===== config.mk =====
export PLATFORM = sky130hd
export DESIGN_NAME = lsf_input_fifo
export DESIGN_NICKNAME = d
export VERILOG_FILES = /design/src/lsf_pkg.sv /design/src/lsf_input_fifo.sv /design/src/lsf_sample_ram.sv
export SDC_FILE = /design/constraint.sdc
export NUM_CORES = 2
export LEC_CHECK = 0
export BUFFER_PORTS_ARGS = -buffer_cell sky130_fd_sc_hd__buf_4
export CAP_MARGIN = 20
export CORE_ASPECT_RATIO = 1.5
export CORE_MARGIN = 2
export CORE_UTILIZATION = 58
export CTS_BUF_LIST = sky130_fd_sc_hd__clkbuf_8
export DETAILED_ROUTE_END_ITERATION = 8
export PLACE_DENSITY = 0.86
export SYNTH_ARGS = -nofsm -noshare
export SYNTH_HDL_FRONTEND = slang
export SYNTH_SLANG_ARGS = --single-unit
export TNS_END_PERCENT = 30

===== constraint.sdc =====
create_clock -name clock -period 7.4 [get_ports clock]
set_clock_uncertainty 0.05 [all_clocks]
set_input_delay 1.85 -clock clock [delete_from_list [all_inputs] [get_ports clock]]
set_output_delay 1.85 -clock clock [all_outputs]
set_load 0.05 [all_outputs]

===== src/lsf_pkg.sv =====
// package: constants and types for the sample input fifo
// How it works
// four-bus dual mode: two buses per channel
// buses a,b feed chan a; c,d chan b
// two-bus dual mode: bus a, bus c
// single mode: four buses feed channel a
// pointer gap must absorb inter-bus skew
// aligned clocks: buses b,d arrive early
// aligned clocks: fourth bank three cycles early
// strobe on dedicated pin or data line
// strobe period multiple of four bus clocks
// strobe sent with rising bus clock edge
// strobe resets that bus write pointer
// strobe data line follows input width
// sender zeroes line during changeover
// dedicated strobe low, sync high when selected
// strobe line reads zero into datapath
// one delay; align to bus 0, else 2
// channel b strobes aligned to channel a
// write on bus clock, read converter clock
// per-bus readable delay estimate
// equal phases give estimates within one
// software picks delay good for all
// delay wraps 0-31, 0-15 or 0-7
// mode field 1 four-bus, 0 two-bus, 2 single
// strobe line index twelve minus resolution
// read pointer trails aligned write by delay
package lsf_pkg;
  localparam int NUM_BUS   = 4;
  localparam int BUS_W     = 12;
  localparam int PTR_W     = 5;
  localparam int FIFO_DEPTH = 32;
  localparam int ADDR_W    = 8;
  localparam int DATA_W    = 32;

  // register offsets
  localparam logic [7:0] OFF_CTRL   = 8'h00;
  localparam logic [7:0] OFF_DELAY  = 8'h04;
  localparam logic [7:0] OFF_EST    = 8'h08;
  localparam logic [7:0] OFF_STATUS = 8'h0c;

  // control, estimate and status field positions
  localparam int CTRL_MODE_LSB = 0;
  localparam int CTRL_DCE_BIT  = 2;
  localparam int CTRL_LSB_BIT  = 3;
  localparam int CTRL_RES_LSB  = 4;
  localparam int CTRL_ENA_LSB  = 8;
  localparam int EST_STRIDE    = 8;
  localparam int STAT_RUN_BIT  = 8;
  localparam int STAT_SEEN_LSB = 12;

  // values after reset
  localparam logic [1:0] MODE_RST   = 2'h1;
  localparam logic [3:0] RES_RST    = 4'hc;
  localparam logic [3:0] ENA_RST    = 4'hf;
  localparam logic [4:0] DELAY_RST  = 5'h00;

  // mode encodings and strobe line base
  localparam logic [1:0] DUAL_TWO_BUS_MODE    = 2'h0;
  localparam logic [1:0] DUAL_FOUR_BUS_MODE   = 2'h1;
  localparam logic [1:0] SINGLE_FOUR_BUS_MODE = 2'h2;
  localparam logic [3:0] STROBE_LINE_BASE     = 4'hc;

  localparam logic [4:0] MASK_8  = 5'h07;
  localparam logic [4:0] MASK_16 = 5'h0f;
  localparam logic [4:0] MASK_32 = 5'h1f;

  // read side paced at one sample per bus sample period
  localparam int CLK_PERIOD_NS    = 4;
  localparam int SAMPLE_PERIOD_NS = 40;
  localparam int READ_TICK_CYCLES = SAMPLE_PERIOD_NS / CLK_PERIOD_NS;

  typedef enum logic {
    PH_WAIT,
    PH_RUN
  } lsf_phase_t;

  // pointer wrap for the current mode and double clock
  function automatic logic [4:0] lsf_range_mask(input logic [1:0] mode, input logic dce);
    if ((mode == DUAL_TWO_BUS_MODE) && !dce) begin
      return MASK_8;
    end else if (((mode == DUAL_FOUR_BUS_MODE) && !dce) ||
                 ((mode == DUAL_TWO_BUS_MODE) && dce)) begin
      return MASK_16;
    end else begin
      return MASK_32;
    end
  endfunction
endpackage


===== src/lsf_input_fifo.sv =====
// receive side of the four-bus sample interface with per-bus fifos
//
// Our own choices: the register addresses and the plain strobed port.
`timescale 1ns/1ps
module lsf_input_fifo #(
  parameter int READ_TICK = lsf_pkg::READ_TICK_CYCLES
) (
  input  wire logic                        clock,
  input  wire logic                        rst_n,
  input  wire logic                        bus_a_clock,
  input  wire logic                        bus_b_clock,
  input  wire logic                        bus_c_clock,
  input  wire logic                        bus_d_clock,
  input  wire logic [lsf_pkg::BUS_W-1:0]   bus_a_data,
  input  wire logic [lsf_pkg::BUS_W-1:0]   bus_b_data,
  input  wire logic [lsf_pkg::BUS_W-1:0]   bus_c_data,
  input  wire logic [lsf_pkg::BUS_W-1:0]   bus_d_data,
  input  wire logic                        bus_a_strobe,
  input  wire logic                        bus_b_strobe,
  input  wire logic                        bus_c_strobe,
  input  wire logic                        bus_d_strobe,
  input  wire logic                        sync_n,
  input  wire logic [lsf_pkg::ADDR_W-1:0]  reg_addr,
  input  wire logic [lsf_pkg::DATA_W-1:0]  reg_wdata,
  input  wire logic                        reg_write,
  input  wire logic                        reg_read,
  output logic      [lsf_pkg::DATA_W-1:0]  reg_rdata,
  output logic      [4*lsf_pkg::BUS_W-1:0] chan_a_data,
  output logic      [2*lsf_pkg::BUS_W-1:0] chan_b_data,
  output logic                             sample_valid,
  output logic                             aligned
);
  import lsf_pkg::*;

  typedef struct packed {
    logic [NUM_BUS-1:0][1:0]       clk_sync;
    logic [NUM_BUS-1:0]            clk_last;
    logic [NUM_BUS-1:0][BUS_W:0]   in_s0;
    logic [NUM_BUS-1:0][BUS_W:0]   in_s1;
    logic [1:0]                    sync_s;
    logic [1:0]                    bus_mode;
    logic                          dce;
    logic                          lsb_sel;
    logic [3:0]                    resolution;
    logic [NUM_BUS-1:0]            bus_ena;
    logic [PTR_W-1:0]              read_delay;
    logic [NUM_BUS-1:0][PTR_W-1:0] wr_ptr;
    logic [NUM_BUS-1:0]            wr_en;
    logic [NUM_BUS-1:0][PTR_W-1:0] wr_addr;
    logic [NUM_BUS-1:0][BUS_W-1:0] wr_data;
    logic [NUM_BUS-1:0]            seen;
    lsf_phase_t                    phase;
    logic [PTR_W-1:0]              rd_ptr;
    logic [7:0]                    tick_cnt;
    logic                          rd_pend;
    logic [NUM_BUS-1:0][PTR_W-1:0] est;
    logic [DATA_W-1:0]             rdata;
    logic [4*BUS_W-1:0]            chan_a;
    logic [2*BUS_W-1:0]            chan_b;
    logic                          valid;
  } lsf_state_t;

  localparam logic [7:0] TICK_LAST = 8'(READ_TICK - 1);

  lsf_state_t s_ff;
  lsf_state_t nxt_s;

  logic [NUM_BUS-1:0]            raw_clk;
  logic [NUM_BUS-1:0][BUS_W-1:0] raw_dat;
  logic [NUM_BUS-1:0]            raw_str;
  logic [NUM_BUS-1:0][BUS_W-1:0] ram_q;
  logic                          rd_go;

  // comb temporaries
  logic [PTR_W-1:0]   mask;
  logic [NUM_BUS-1:0] mode_ena;
  logic [NUM_BUS-1:0] ena;
  logic               lsb_strobe;
  logic [3:0]         line_idx;
  logic [1:0]         ref_bus;
  logic               ref_align;
  logic               edge_seen;
  logic               rise_seen;
  logic               strobe_hit;
  logic [NUM_BUS-1:0] hit_vec;
  logic [BUS_W-1:0]   smp;
  logic               str;
  logic               tick;
  logic               cfg_write;

  assign raw_clk = {bus_d_clock, bus_c_clock, bus_b_clock, bus_a_clock};
  assign raw_dat = {bus_d_data, bus_c_data, bus_b_data, bus_a_data};
  assign raw_str = {bus_d_strobe, bus_c_strobe, bus_b_strobe, bus_a_strobe};

  // one store per bus, written from the bus side, read on the tick
  genvar g;
  generate
    for (g = 0; g < NUM_BUS; g++) begin : g_ram
      lsf_sample_ram #(
        .WIDTH (BUS_W),
        .DEPTH (FIFO_DEPTH),
        .AW    (PTR_W)
      ) u_ram (
        .clock   (clock),
        .wr_en   (s_ff.wr_en[g]),
        .wr_addr (s_ff.wr_addr[g]),
        .wr_data (s_ff.wr_data[g]),
        .rd_en   (rd_go),
        .rd_addr (s_ff.rd_ptr),
        .rd_data (ram_q[g])
      );
    end
  endgenerate

  always_comb begin
    nxt_s      = s_ff;
    mask       = lsf_range_mask(s_ff.bus_mode, s_ff.dce);
    mode_ena   = (s_ff.bus_mode == DUAL_TWO_BUS_MODE) ? 4'h5 : 4'hf;
    ena        = mode_ena & s_ff.bus_ena;
    lsb_strobe = ~s_ff.sync_s[1] | s_ff.lsb_sel;
    line_idx   = STROBE_LINE_BASE - s_ff.resolution;
    ref_bus    = ena[0] ? 2'h0 : 2'h2;
    ref_align  = 1'b0;
    edge_seen  = 1'b0;
    rise_seen  = 1'b0;
    strobe_hit = 1'b0;
    hit_vec    = '0;
    smp        = '0;
    str        = 1'b0;
    tick       = 1'b0;
    rd_go      = 1'b0;
    cfg_write  = 1'b0;

    // two flops on every bus pin and on sync_n before anything looks at them; the register port is used unflopped
    nxt_s.sync_s = {s_ff.sync_s[0], sync_n};
    for (int b = 0; b < NUM_BUS; b++) begin
      nxt_s.clk_sync[b][0] = raw_clk[b];
      nxt_s.clk_sync[b][1] = s_ff.clk_sync[b][0];
      nxt_s.clk_last[b]    = s_ff.clk_sync[b][1];
      nxt_s.in_s0[b]       = {raw_str[b], raw_dat[b]};
      nxt_s.in_s1[b]       = s_ff.in_s0[b];
    end

    // write side: both link clock edges carry a sample
    for (int b = 0; b < NUM_BUS; b++) begin
      edge_seen = s_ff.clk_sync[b][1] ^ s_ff.clk_last[b];
      rise_seen = s_ff.clk_sync[b][1] & ~s_ff.clk_last[b];
      smp       = s_ff.in_s1[b][BUS_W-1:0];
      str       = s_ff.in_s1[b][BUS_W];
      // line beyond the bus means no data-line strobe
      if (lsb_strobe && (line_idx < 4'(BUS_W))) begin
        str           = str | smp[line_idx];
        smp[line_idx] = 1'b0;
      end
      // strobe only counts with the rising edge sample
      strobe_hit = rise_seen & str & ena[b];
      hit_vec[b] = strobe_hit;
      nxt_s.wr_en[b]   = edge_seen & ena[b];
      nxt_s.wr_data[b] = smp;
      nxt_s.wr_addr[b] = strobe_hit ? '0 : s_ff.wr_ptr[b];
      if (edge_seen && ena[b]) begin
        nxt_s.wr_ptr[b] = strobe_hit ? 5'h01 : ((s_ff.wr_ptr[b] + 5'h01) & mask);
      end
      if (strobe_hit) begin
        nxt_s.seen[b] = 1'b1;
      end
      if (strobe_hit && (2'(b) == ref_bus)) begin
        ref_align = 1'b1;
      end
    end

    // register port; a status read clears the seen flags, a new strobe still wins
    nxt_s.rdata = '0;
    if (reg_read) begin
      case (reg_addr)
        OFF_CTRL: begin
          nxt_s.rdata[CTRL_MODE_LSB +: 2] = s_ff.bus_mode;
          nxt_s.rdata[CTRL_DCE_BIT]       = s_ff.dce;
          nxt_s.rdata[CTRL_LSB_BIT]       = s_ff.lsb_sel;
          nxt_s.rdata[CTRL_RES_LSB +: 4]  = s_ff.resolution;
          nxt_s.rdata[CTRL_ENA_LSB +: 4]  = s_ff.bus_ena;
        end
        OFF_DELAY: begin
          nxt_s.rdata[PTR_W-1:0] = s_ff.read_delay;
        end
        OFF_EST: begin
          for (int b = 0; b < NUM_BUS; b++) begin
            nxt_s.rdata[b*EST_STRIDE +: PTR_W] = s_ff.est[b];
          end
        end
        OFF_STATUS: begin
          nxt_s.rdata[PTR_W-1:0]              = s_ff.rd_ptr;
          nxt_s.rdata[STAT_RUN_BIT]           = (s_ff.phase == PH_RUN);
          nxt_s.rdata[STAT_SEEN_LSB +: 4]     = s_ff.seen;
          // clear on read, but a strobe landing now keeps its flag
          nxt_s.seen = hit_vec;
        end
        default: begin
          nxt_s.rdata = '0;
        end
      endcase
    end
    if (reg_write) begin
      case (reg_addr)
        OFF_CTRL: begin
          nxt_s.bus_mode   = reg_wdata[CTRL_MODE_LSB +: 2];
          nxt_s.dce        = reg_wdata[CTRL_DCE_BIT];
          nxt_s.lsb_sel    = reg_wdata[CTRL_LSB_BIT];
          nxt_s.resolution = reg_wdata[CTRL_RES_LSB +: 4];
          nxt_s.bus_ena    = reg_wdata[CTRL_ENA_LSB +: 4];
          cfg_write        = 1'b1;
        end
        OFF_DELAY: begin
          nxt_s.read_delay = reg_wdata[PTR_W-1:0];
          cfg_write        = 1'b1;
        end
        default: begin
          cfg_write = 1'b0;
        end
      endcase
    end

    // read side, converter clock; free-running sample tick
    tick           = (s_ff.tick_cnt == TICK_LAST);
    nxt_s.tick_cnt = tick ? '0 : s_ff.tick_cnt + 8'h01;
    case (s_ff.phase)
      PH_WAIT: begin
        if (ref_align) begin
          // read trails the freshly reset write pointer by the delay
          nxt_s.rd_ptr   = (5'h00 - s_ff.read_delay) & mask;
          nxt_s.tick_cnt = '0;
          nxt_s.phase    = PH_RUN;
        end
      end
      PH_RUN: begin
        if (ref_align) begin
          nxt_s.rd_ptr   = (5'h00 - s_ff.read_delay) & mask;
          nxt_s.tick_cnt = '0;
        end else if (tick) begin
          rd_go        = 1'b1;
          nxt_s.rd_ptr = (s_ff.rd_ptr + 5'h01) & mask;
        end
      end
      default: begin
        nxt_s.phase = PH_WAIT;
      end
    endcase
    // a new mode or delay needs a fresh alignment
    if (cfg_write) begin
      nxt_s.phase = PH_WAIT;
    end

    // estimate: delay that would read each slot as it lands
    if (rd_go) begin
      for (int b = 0; b < NUM_BUS; b++) begin
        nxt_s.est[b] = (s_ff.read_delay - (s_ff.wr_ptr[b] - s_ff.rd_ptr) + 5'h01) & mask;
      end
    end

    // channel mapping, earliest sample in the low lane
    nxt_s.rd_pend = rd_go;
    nxt_s.valid   = s_ff.rd_pend;
    if (s_ff.rd_pend) begin
      case (s_ff.bus_mode)
        DUAL_FOUR_BUS_MODE: begin
          nxt_s.chan_a = {24'h000000, ram_q[1], ram_q[0]};
          nxt_s.chan_b = {ram_q[3], ram_q[2]};
        end
        DUAL_TWO_BUS_MODE: begin
          nxt_s.chan_a = {36'h000000000, ram_q[0]};
          nxt_s.chan_b = {12'h000, ram_q[2]};
        end
        SINGLE_FOUR_BUS_MODE: begin
          nxt_s.chan_a = {ram_q[3], ram_q[2], ram_q[1], ram_q[0]};
          nxt_s.chan_b = '0;
        end
        default: begin
          nxt_s.chan_a = '0;
          nxt_s.chan_b = '0;
        end
      endcase
    end
  end

  // single register of the whole state
  always_ff @(posedge clock) begin
    if (!rst_n) begin
      s_ff            <= '0;
      s_ff.sync_s     <= 2'h3;
      s_ff.bus_mode   <= MODE_RST;
      s_ff.resolution <= RES_RST;
      s_ff.bus_ena    <= ENA_RST;
      s_ff.read_delay <= DELAY_RST;
      s_ff.phase      <= PH_WAIT;
    end else begin
      s_ff <= nxt_s;
    end
  end

  assign reg_rdata    = s_ff.rdata;
  assign chan_a_data  = s_ff.chan_a;
  assign chan_b_data  = s_ff.chan_b;
  assign sample_valid = s_ff.valid;
  assign aligned      = (s_ff.phase == PH_RUN);
endmodule


===== src/lsf_sample_ram.sv =====
// small per-bus sample store with registered read data
`timescale 1ns/1ps
module lsf_sample_ram #(
  parameter int WIDTH = 12,
  parameter int DEPTH = 32,
  parameter int AW    = 5
) (
  input  wire logic             clock,
  input  wire logic             wr_en,
  input  wire logic [AW-1:0]    wr_addr,
  input  wire logic [WIDTH-1:0] wr_data,
  input  wire logic             rd_en,
  input  wire logic [AW-1:0]    rd_addr,
  output logic [WIDTH-1:0]      rd_data
);
  typedef struct packed {
    logic [DEPTH-1:0][WIDTH-1:0] mem;
    logic [WIDTH-1:0]            q;
  } lsf_ram_t;

  lsf_ram_t r_ff;
  lsf_ram_t nxt_r;

  // write and read in one pass; contents need no reset
  always_comb begin
    nxt_r = r_ff;
    if (wr_en) begin
      nxt_r.mem[wr_addr] = wr_data;
    end
    if (rd_en) begin
      nxt_r.q = r_ff.mem[rd_addr];
    end
  end

  always_ff @(posedge clock) begin
    r_ff <= nxt_r;
  end

  assign rd_data = r_ff.q;
endmodule

After elaboration in Yosys (flattened, before gate mapping)

Cells that the tools add are included.

$add $sub $neg: 20
Bitwise gates (word level): 48
Eq/ne operators: 11
Order comparisons: 12
Mux-type cells: 73
Reductions and logical operators: 35

Operator list:

| kind                  | count |
|---|---|
| $bwmux W384           | 4 |
| $bmux W12 S5          | 4 |
| $demux W12 S5         | 4 |
| $pmux W72 S3          | 1 |
| $mux W12              | 12 |
| $and A5 B5 Y5         | 10 |
| $and A12 B12 Y12      | 4 |
| $add A5 B1 Y5 const B | 9 |
| $mux W5               | 8 |
| $sub A5 B5 Y5         | 8 |
| $lt A5 B6 Y1 const B  | 5 |
| $pmux W13 S2          | 1 |
| $eq A8 B4 Y1 const B  | 3 |
| $mux W1               | 23 |
| $ge A5 B1 Y1 const B  | 4 |
| $pmux W5 S4           | 1 |
| $logic_and A1 B1 Y1   | 17 |
| $and A1 B1 Y1         | 16 |
| $bmux W1 S4           | 4 |
| $mux W8               | 2 |
| $mux W14              | 1 |
| $mux W4               | 3 |
| $not A12 Y12          | 1 |
| $reduce_or A2 Y1      | 6 |
| 28 further kinds      | 48 |

Input bits: 101
Bits in registers: 1955
Output and inout port bits: 106
Word-level logic and storage cells: 381

Logic depth before layout (Yosys ltp)

Depth in word-level cells: 14
Mapped depth: 15

By module

From an unflattened synthesis, not the netlist that was laid out.

Cells, all modules: 5036
Area, all modules: 77463.0 µm²

By module, submodules not included:

| module         | area each (µm²) | times used | cells each |
|---|---|---|---|
| lsf_sample_ram | 15678.8         | 4          | 880 |
| lsf_input_fifo | 14747.9         | 1          | 1516 |

Least setup slack after synthesis

No wires, ideal clock.

Path kind: in2reg
Start point: in reg_addr[5] (netlist name)
End point: reg s_ff[251] (netlist name)
Slack: 3741 ps
Arrival: 3472 ps
Buffers on the path: 1
Cell stages on the path: 7
Required time: 7213 ps
Library setup time: 137 ps
Cell sequence: or4_1 nor3_1 nand3b_1 or2_2 clkbuf_1 nand2_1 nand3_1

Word-level cells in the longest chain between the ends: 2

RTL lines:

| element                            | line                  | RTL |
|---|---|---|
| from (decl)                        | lsf_input_fifo.sv:23  | `input wire logic [lsf_pkg::ADDR_W-1:0] reg_addr,` |
| $logic_not A8 Y1                   | lsf_input_fifo.sv:204 | `case (reg_addr)` |
| $reduce_and A2 Y1 (no source line) | --                    |  |
| to (signal assigned)               | lsf_input_fifo.sv:296 | `s_ff <= nxt_s;` |
| to (decl)                          | lsf_input_fifo.sv:65  | `lsf_state_t s_ff;` |

No other way between the ends.
A chain may end at the register's enable or synchronous reset.

Worst setup path after layout

Start point: reg s_ff[246] (netlist name)
End point: reg g_ram[3].u_ram.r_ff, in the netlist g_ram[3].u_ram.rd_data[8], enable pin

Word-level cells in the longest chain between the ends: 14
Elaborated cells between the ends (all ways): 37

RTL lines:

| element                       | line                  | RTL |
|---|---|---|
| $sub A4 B4 Y4 (*)             | lsf_input_fifo.sv:121 | `line_idx = STROBE_LINE_BASE - s_ff.resolution;` |
| $bmux W1 S4                   | lsf_input_fifo.sv:152 | `str = str \| smp[line_idx];` |
| $mux W1 (not written as such) | lsf_input_fifo.sv:152 |  |
| $or A1 B1 Y1                  | lsf_input_fifo.sv:152 |  |
| $mux W1                       | lsf_input_fifo.sv:151 | `if (lsb_strobe && (line_idx < 4'(BUS_W))) begin` |
| $and A1 B1 Y1 (2 in series)   | lsf_input_fifo.sv:156 | `strobe_hit = rise_seen & str & ena[b];` |
| $logic_and A1 B1 Y1           | lsf_input_fifo.sv:167 | `if (strobe_hit && (2'(b) == ref_bus)) begin` |
| $mux W1 (3 in series)         | lsf_input_fifo.sv:167 |  |
| $mux W1 (*)                   | lsf_input_fifo.sv:167 |  |
| $mux W1 (*)                   | lsf_input_fifo.sv:236 | `if (ref_align) begin` |
| $mux W1 (*)                   | lsf_input_fifo.sv:226 | `case (s_ff.phase)` |
| to (signal assigned)          | lsf_sample_ram.sv:36  | `r_ff <= nxt_r;` |
| to (decl)                     | lsf_sample_ram.sv:21  | `lsf_ram_t r_ff;` |

Mark *: on every way between the ends. The rest lies on a longest branch, timed or not. The select of a mux whose other input is x is not followed.

==> run_results.csv <==
group,metric,value,unit
run_status,status,"complete, no violations",
detailed_routing,route.detailed.drc,0,
setup_path,critPathMaxStageDelay,960,ps
setup_path,arrival,5340,ps
clocking,insertion_delay,1010,ps
detailed_routing,dr.pass1.iters,6,
synthesis,syn_area,74800,um^2
final_layout,layout.cells.most_common_list,"1,584 x edfxtp_1, 497 x mux4_2, 360 x dfxtp_1",
detailed_routing,final_antenna_net_count,0,
pwr,cellPowerDensity,246,nW/um^2
final_layout,layout.cells.most_common,"edfxtp_1",
synthesis,synthFlopType,"edfxtp_1",
timing,slew_viol_final,0,
floorplan,initial_core_util,58.4,%
final_layout,nets,4394,
synthesis,synth_seq_cells,1949,
setup_path,worst_path_max_delay_cell,"ha_1",
grt,grt_pass1_wl,257000,um
clocking,cts_made_buffers,283,
setup_path,cp.depth,9,
clocking,cts_sinks,1949,
timing,timing.fmax,208,MHz
setup_path,r2r_slack,2580,ps
placement,gp_congestion,0.861,
grt,grt_pass1_vias,39600,
detailed_routing,drt-met1-wl,58800,um
synthesis,synth_cell_types,61,
grt,gr-usage-all-layers,26.7,%
clocking,cts_resized,0,
timing,tightestPinTransition,1400,ps
setup_path,crit_required,7920,ps
floorplan,die_x,297,um
setup_path,path_buf_inv,3,
setup_path,critPathKind,"reg -> reg",
grt,antenna_found_initial,14,
timing,setup_tns,0,ps
synthesis,seq_area_frac_synth,73.4,%
clocking,cts.reportedPaths.clkPinSlew,70,ps
setup_path,r2r_cells,9,
synthesis,syn_avg_cell_area,19.1,um^2
detailed_routing,drt_iter0_markers,5247,
setup_path,cp-start-kind,"flop",
timing,timing.slew.headroom,6.07,%
grt,grt_remaining_overflow,0,
final_layout,area_delta_synth_final,11.9,%
placement,dpl.hpwl,105000,um
min_path,hp-class,"reg -> reg",
timing,final.min_clock_period,4820,ps
timing,min_period_over_period,65.1,%
timing,hold_violations,0,
timing,rsz0062_at_grt,"no",
detailed_routing,wl_met3,16500,um
floorplan,rows,161,
setup_path,crit_path_start,"s_ff[246]$_SDFFE_PN0P_",
flow_run,drv_cap,0,
synthesis,yosys_warnings,0,
setup_path,endpoint_kind,"flop",
clocking,cts_setup_buffers,0,
detailed_routing,met2_length,94100,um
clocking,cts_hold_buffers,0,
timing,setup_viol,0,
synthesis,synth_edf_count,1584,
detailed_routing,routed_wl,179000,um
pwr,p_leak,27.7,nW
detailed_routing,top_layer,"met5",
setup_path,critPathMostFrequentCell,"buf_4",
floorplan,coreArea,128000,um^2
setup_path,reg2reg_from,"s_ff[246]$_SDFFE_PN0P_",
floorplan,die_h,444,um
clocking,clock_path_buffers,4,
setup_path,crit_end,"g_ram[3].u_ram.rd_data[8]$_DFFE_PP_",
final_layout,layout-drive-gt1-share,29.2,%
synthesis,synthArstFlopShare,0,%
floorplan,io_pins,207,
clocking,h-tree-depth,5,
floorplan,dieArea,132000,um^2
setup_path,path_max_fanout,48,
placement,portBuffers,180,
synthesis,syn_inst,3912,
clocking,tritoncts,"yes",
clocking,clockRootBuffer,"clkbuf_8",
pwr,ir_worst_vdd,0.210,mV
setup_path,reg2reg_to,"g_ram[3].u_ram.rd_data[8]$_DFFE_PP_",
setup_path,cp_cell_sequence,"inv_1, ha_1, mux4_2, mux2_2, a221oi_2, o22ai_2, buf_4, nor2_4, buf_4",
detailed_routing,avgViaCountPerCell,6.33,
setup_path,cp_top_family,"buffers and inverters",
final_layout,post-route-util,65.4,%
grt,grt_max_degree,168,
detailed_routing,vias,39000,
detailed_routing,post_drt_wl_per_cell,29.1,um
metrics by stage:
stage	worst slack [ps]	area, um^2	hold slack, ps	power, mW	std cells
2_1_floorplan	3740	74800	336	12.3	3917
3_3_place_gp	2920	77600	350	12.5	5604
3_5_place_dp	2790	77800	359	12.5	5631
4_1_cts	2720	83200	368	20.6	6117
5_1_grt	2500	83700	388	21.1	6151
6_report	2580	83700	364	20.6	6161
worst reg2reg max path, cell delays in order, from the launching register on:
cell      delay (ps)
dfxtp_1          460
inv_1            140
ha_1             960
mux4_2           500
mux2_2           310
a221oi_2         330
o22ai_2          100
buf_4            200
nor2_4           490
buf_4            840
worst min path at each step:
| stage | start | end | slack (ps) | cells past startpoint |
|---|---|---|---|---|
| finish | nxt_s[254]$_SDFF_PN1_ | s_ff[254]$_SDFF_PN1_ | 360 | 1 |
| floorplan | nxt_s[254]$_SDFF_PN1_ | s_ff[254]$_SDFF_PN1_ | 340 | 1 |
| global route | nxt_s[254]$_SDFF_PN1_ | s_ff[254]$_SDFF_PN1_ | 390 | 1 |
| detailed placement | nxt_s[254]$_SDFF_PN1_ | s_ff[254]$_SDFF_PN1_ | 360 | 1 |
| CTS | nxt_s[254]$_SDFF_PN1_ | s_ff[254]$_SDFF_PN1_ | 370 | 1 |
| global placement | nxt_s[254]$_SDFF_PN1_ | s_ff[254]$_SDFF_PN1_ | 350 | 1 |
layer usage:
metal,GRT usage [%],vias up
met5,0,-
met4,12.6,18
met3,5.47,634
met2,46.5,2706
met1,31.9,19700
li1,-,15900
state kept, by name, summed over array words and instances, names as in the netlist, 24 cells and up:
| register | cells |
|---|---|
| chan_a_data | 48 |
| chan_b_data | 24 |
| g_ram.u_ram.r_ff | 1536 |
| g_ram.u_ram.rd_data | 48 |
| nxt_s | 62 |
| reg_rdata | 26 |
| s_ff | 203 |
cells in the mapped netlist, types with 48 or more instances:
master,n,area (um^2)
buf_4,105,788
mux2_2,51,574
mux4_2,497,11200
nand3_1,103,515
edfxtp_1,1584,47600
a21oi_1,111,556
and2_1,191,1190
nand2_1,81,304
clkbuf_1,132,495
nand2b_1,48,300
nor2_1,222,833
dfxtp_1,365,7310
report_power, final:
part           total [mW]  internal [mW]  switching, mW
registers            11.9           11.8         0.0778
logic               0.391          0.177          0.214
clock network        8.31           4.31           4.00
final cells by class:
type	count	area, um^2
Antenna cell	12	30.0
Clock buffer	314	4320
Clock inverter	172	1040
Fill cell	7667	44400
Inverter	47	186
Multi-Input combinational cell	1625	18300
Sequential cell	1949	54900
Tap cell	1711	2140
Timing Repair Buffer	331	2830
cells by family after synthesis:
kind of cell	after synthesis	share of synthesized area, %
flip-flops	1949	73.4
AND/OR/NAND/NOR	784	5.46
multiplexers	562	15.9
buffers and inverters	343	2.30
AO/OA/AOI/OAI	180	1.42
adder cells (fa/ha/maj)	56	1.10
XOR/XNOR	37	0.443
other	1	0.00501
(Power assumes the default switching activity.)
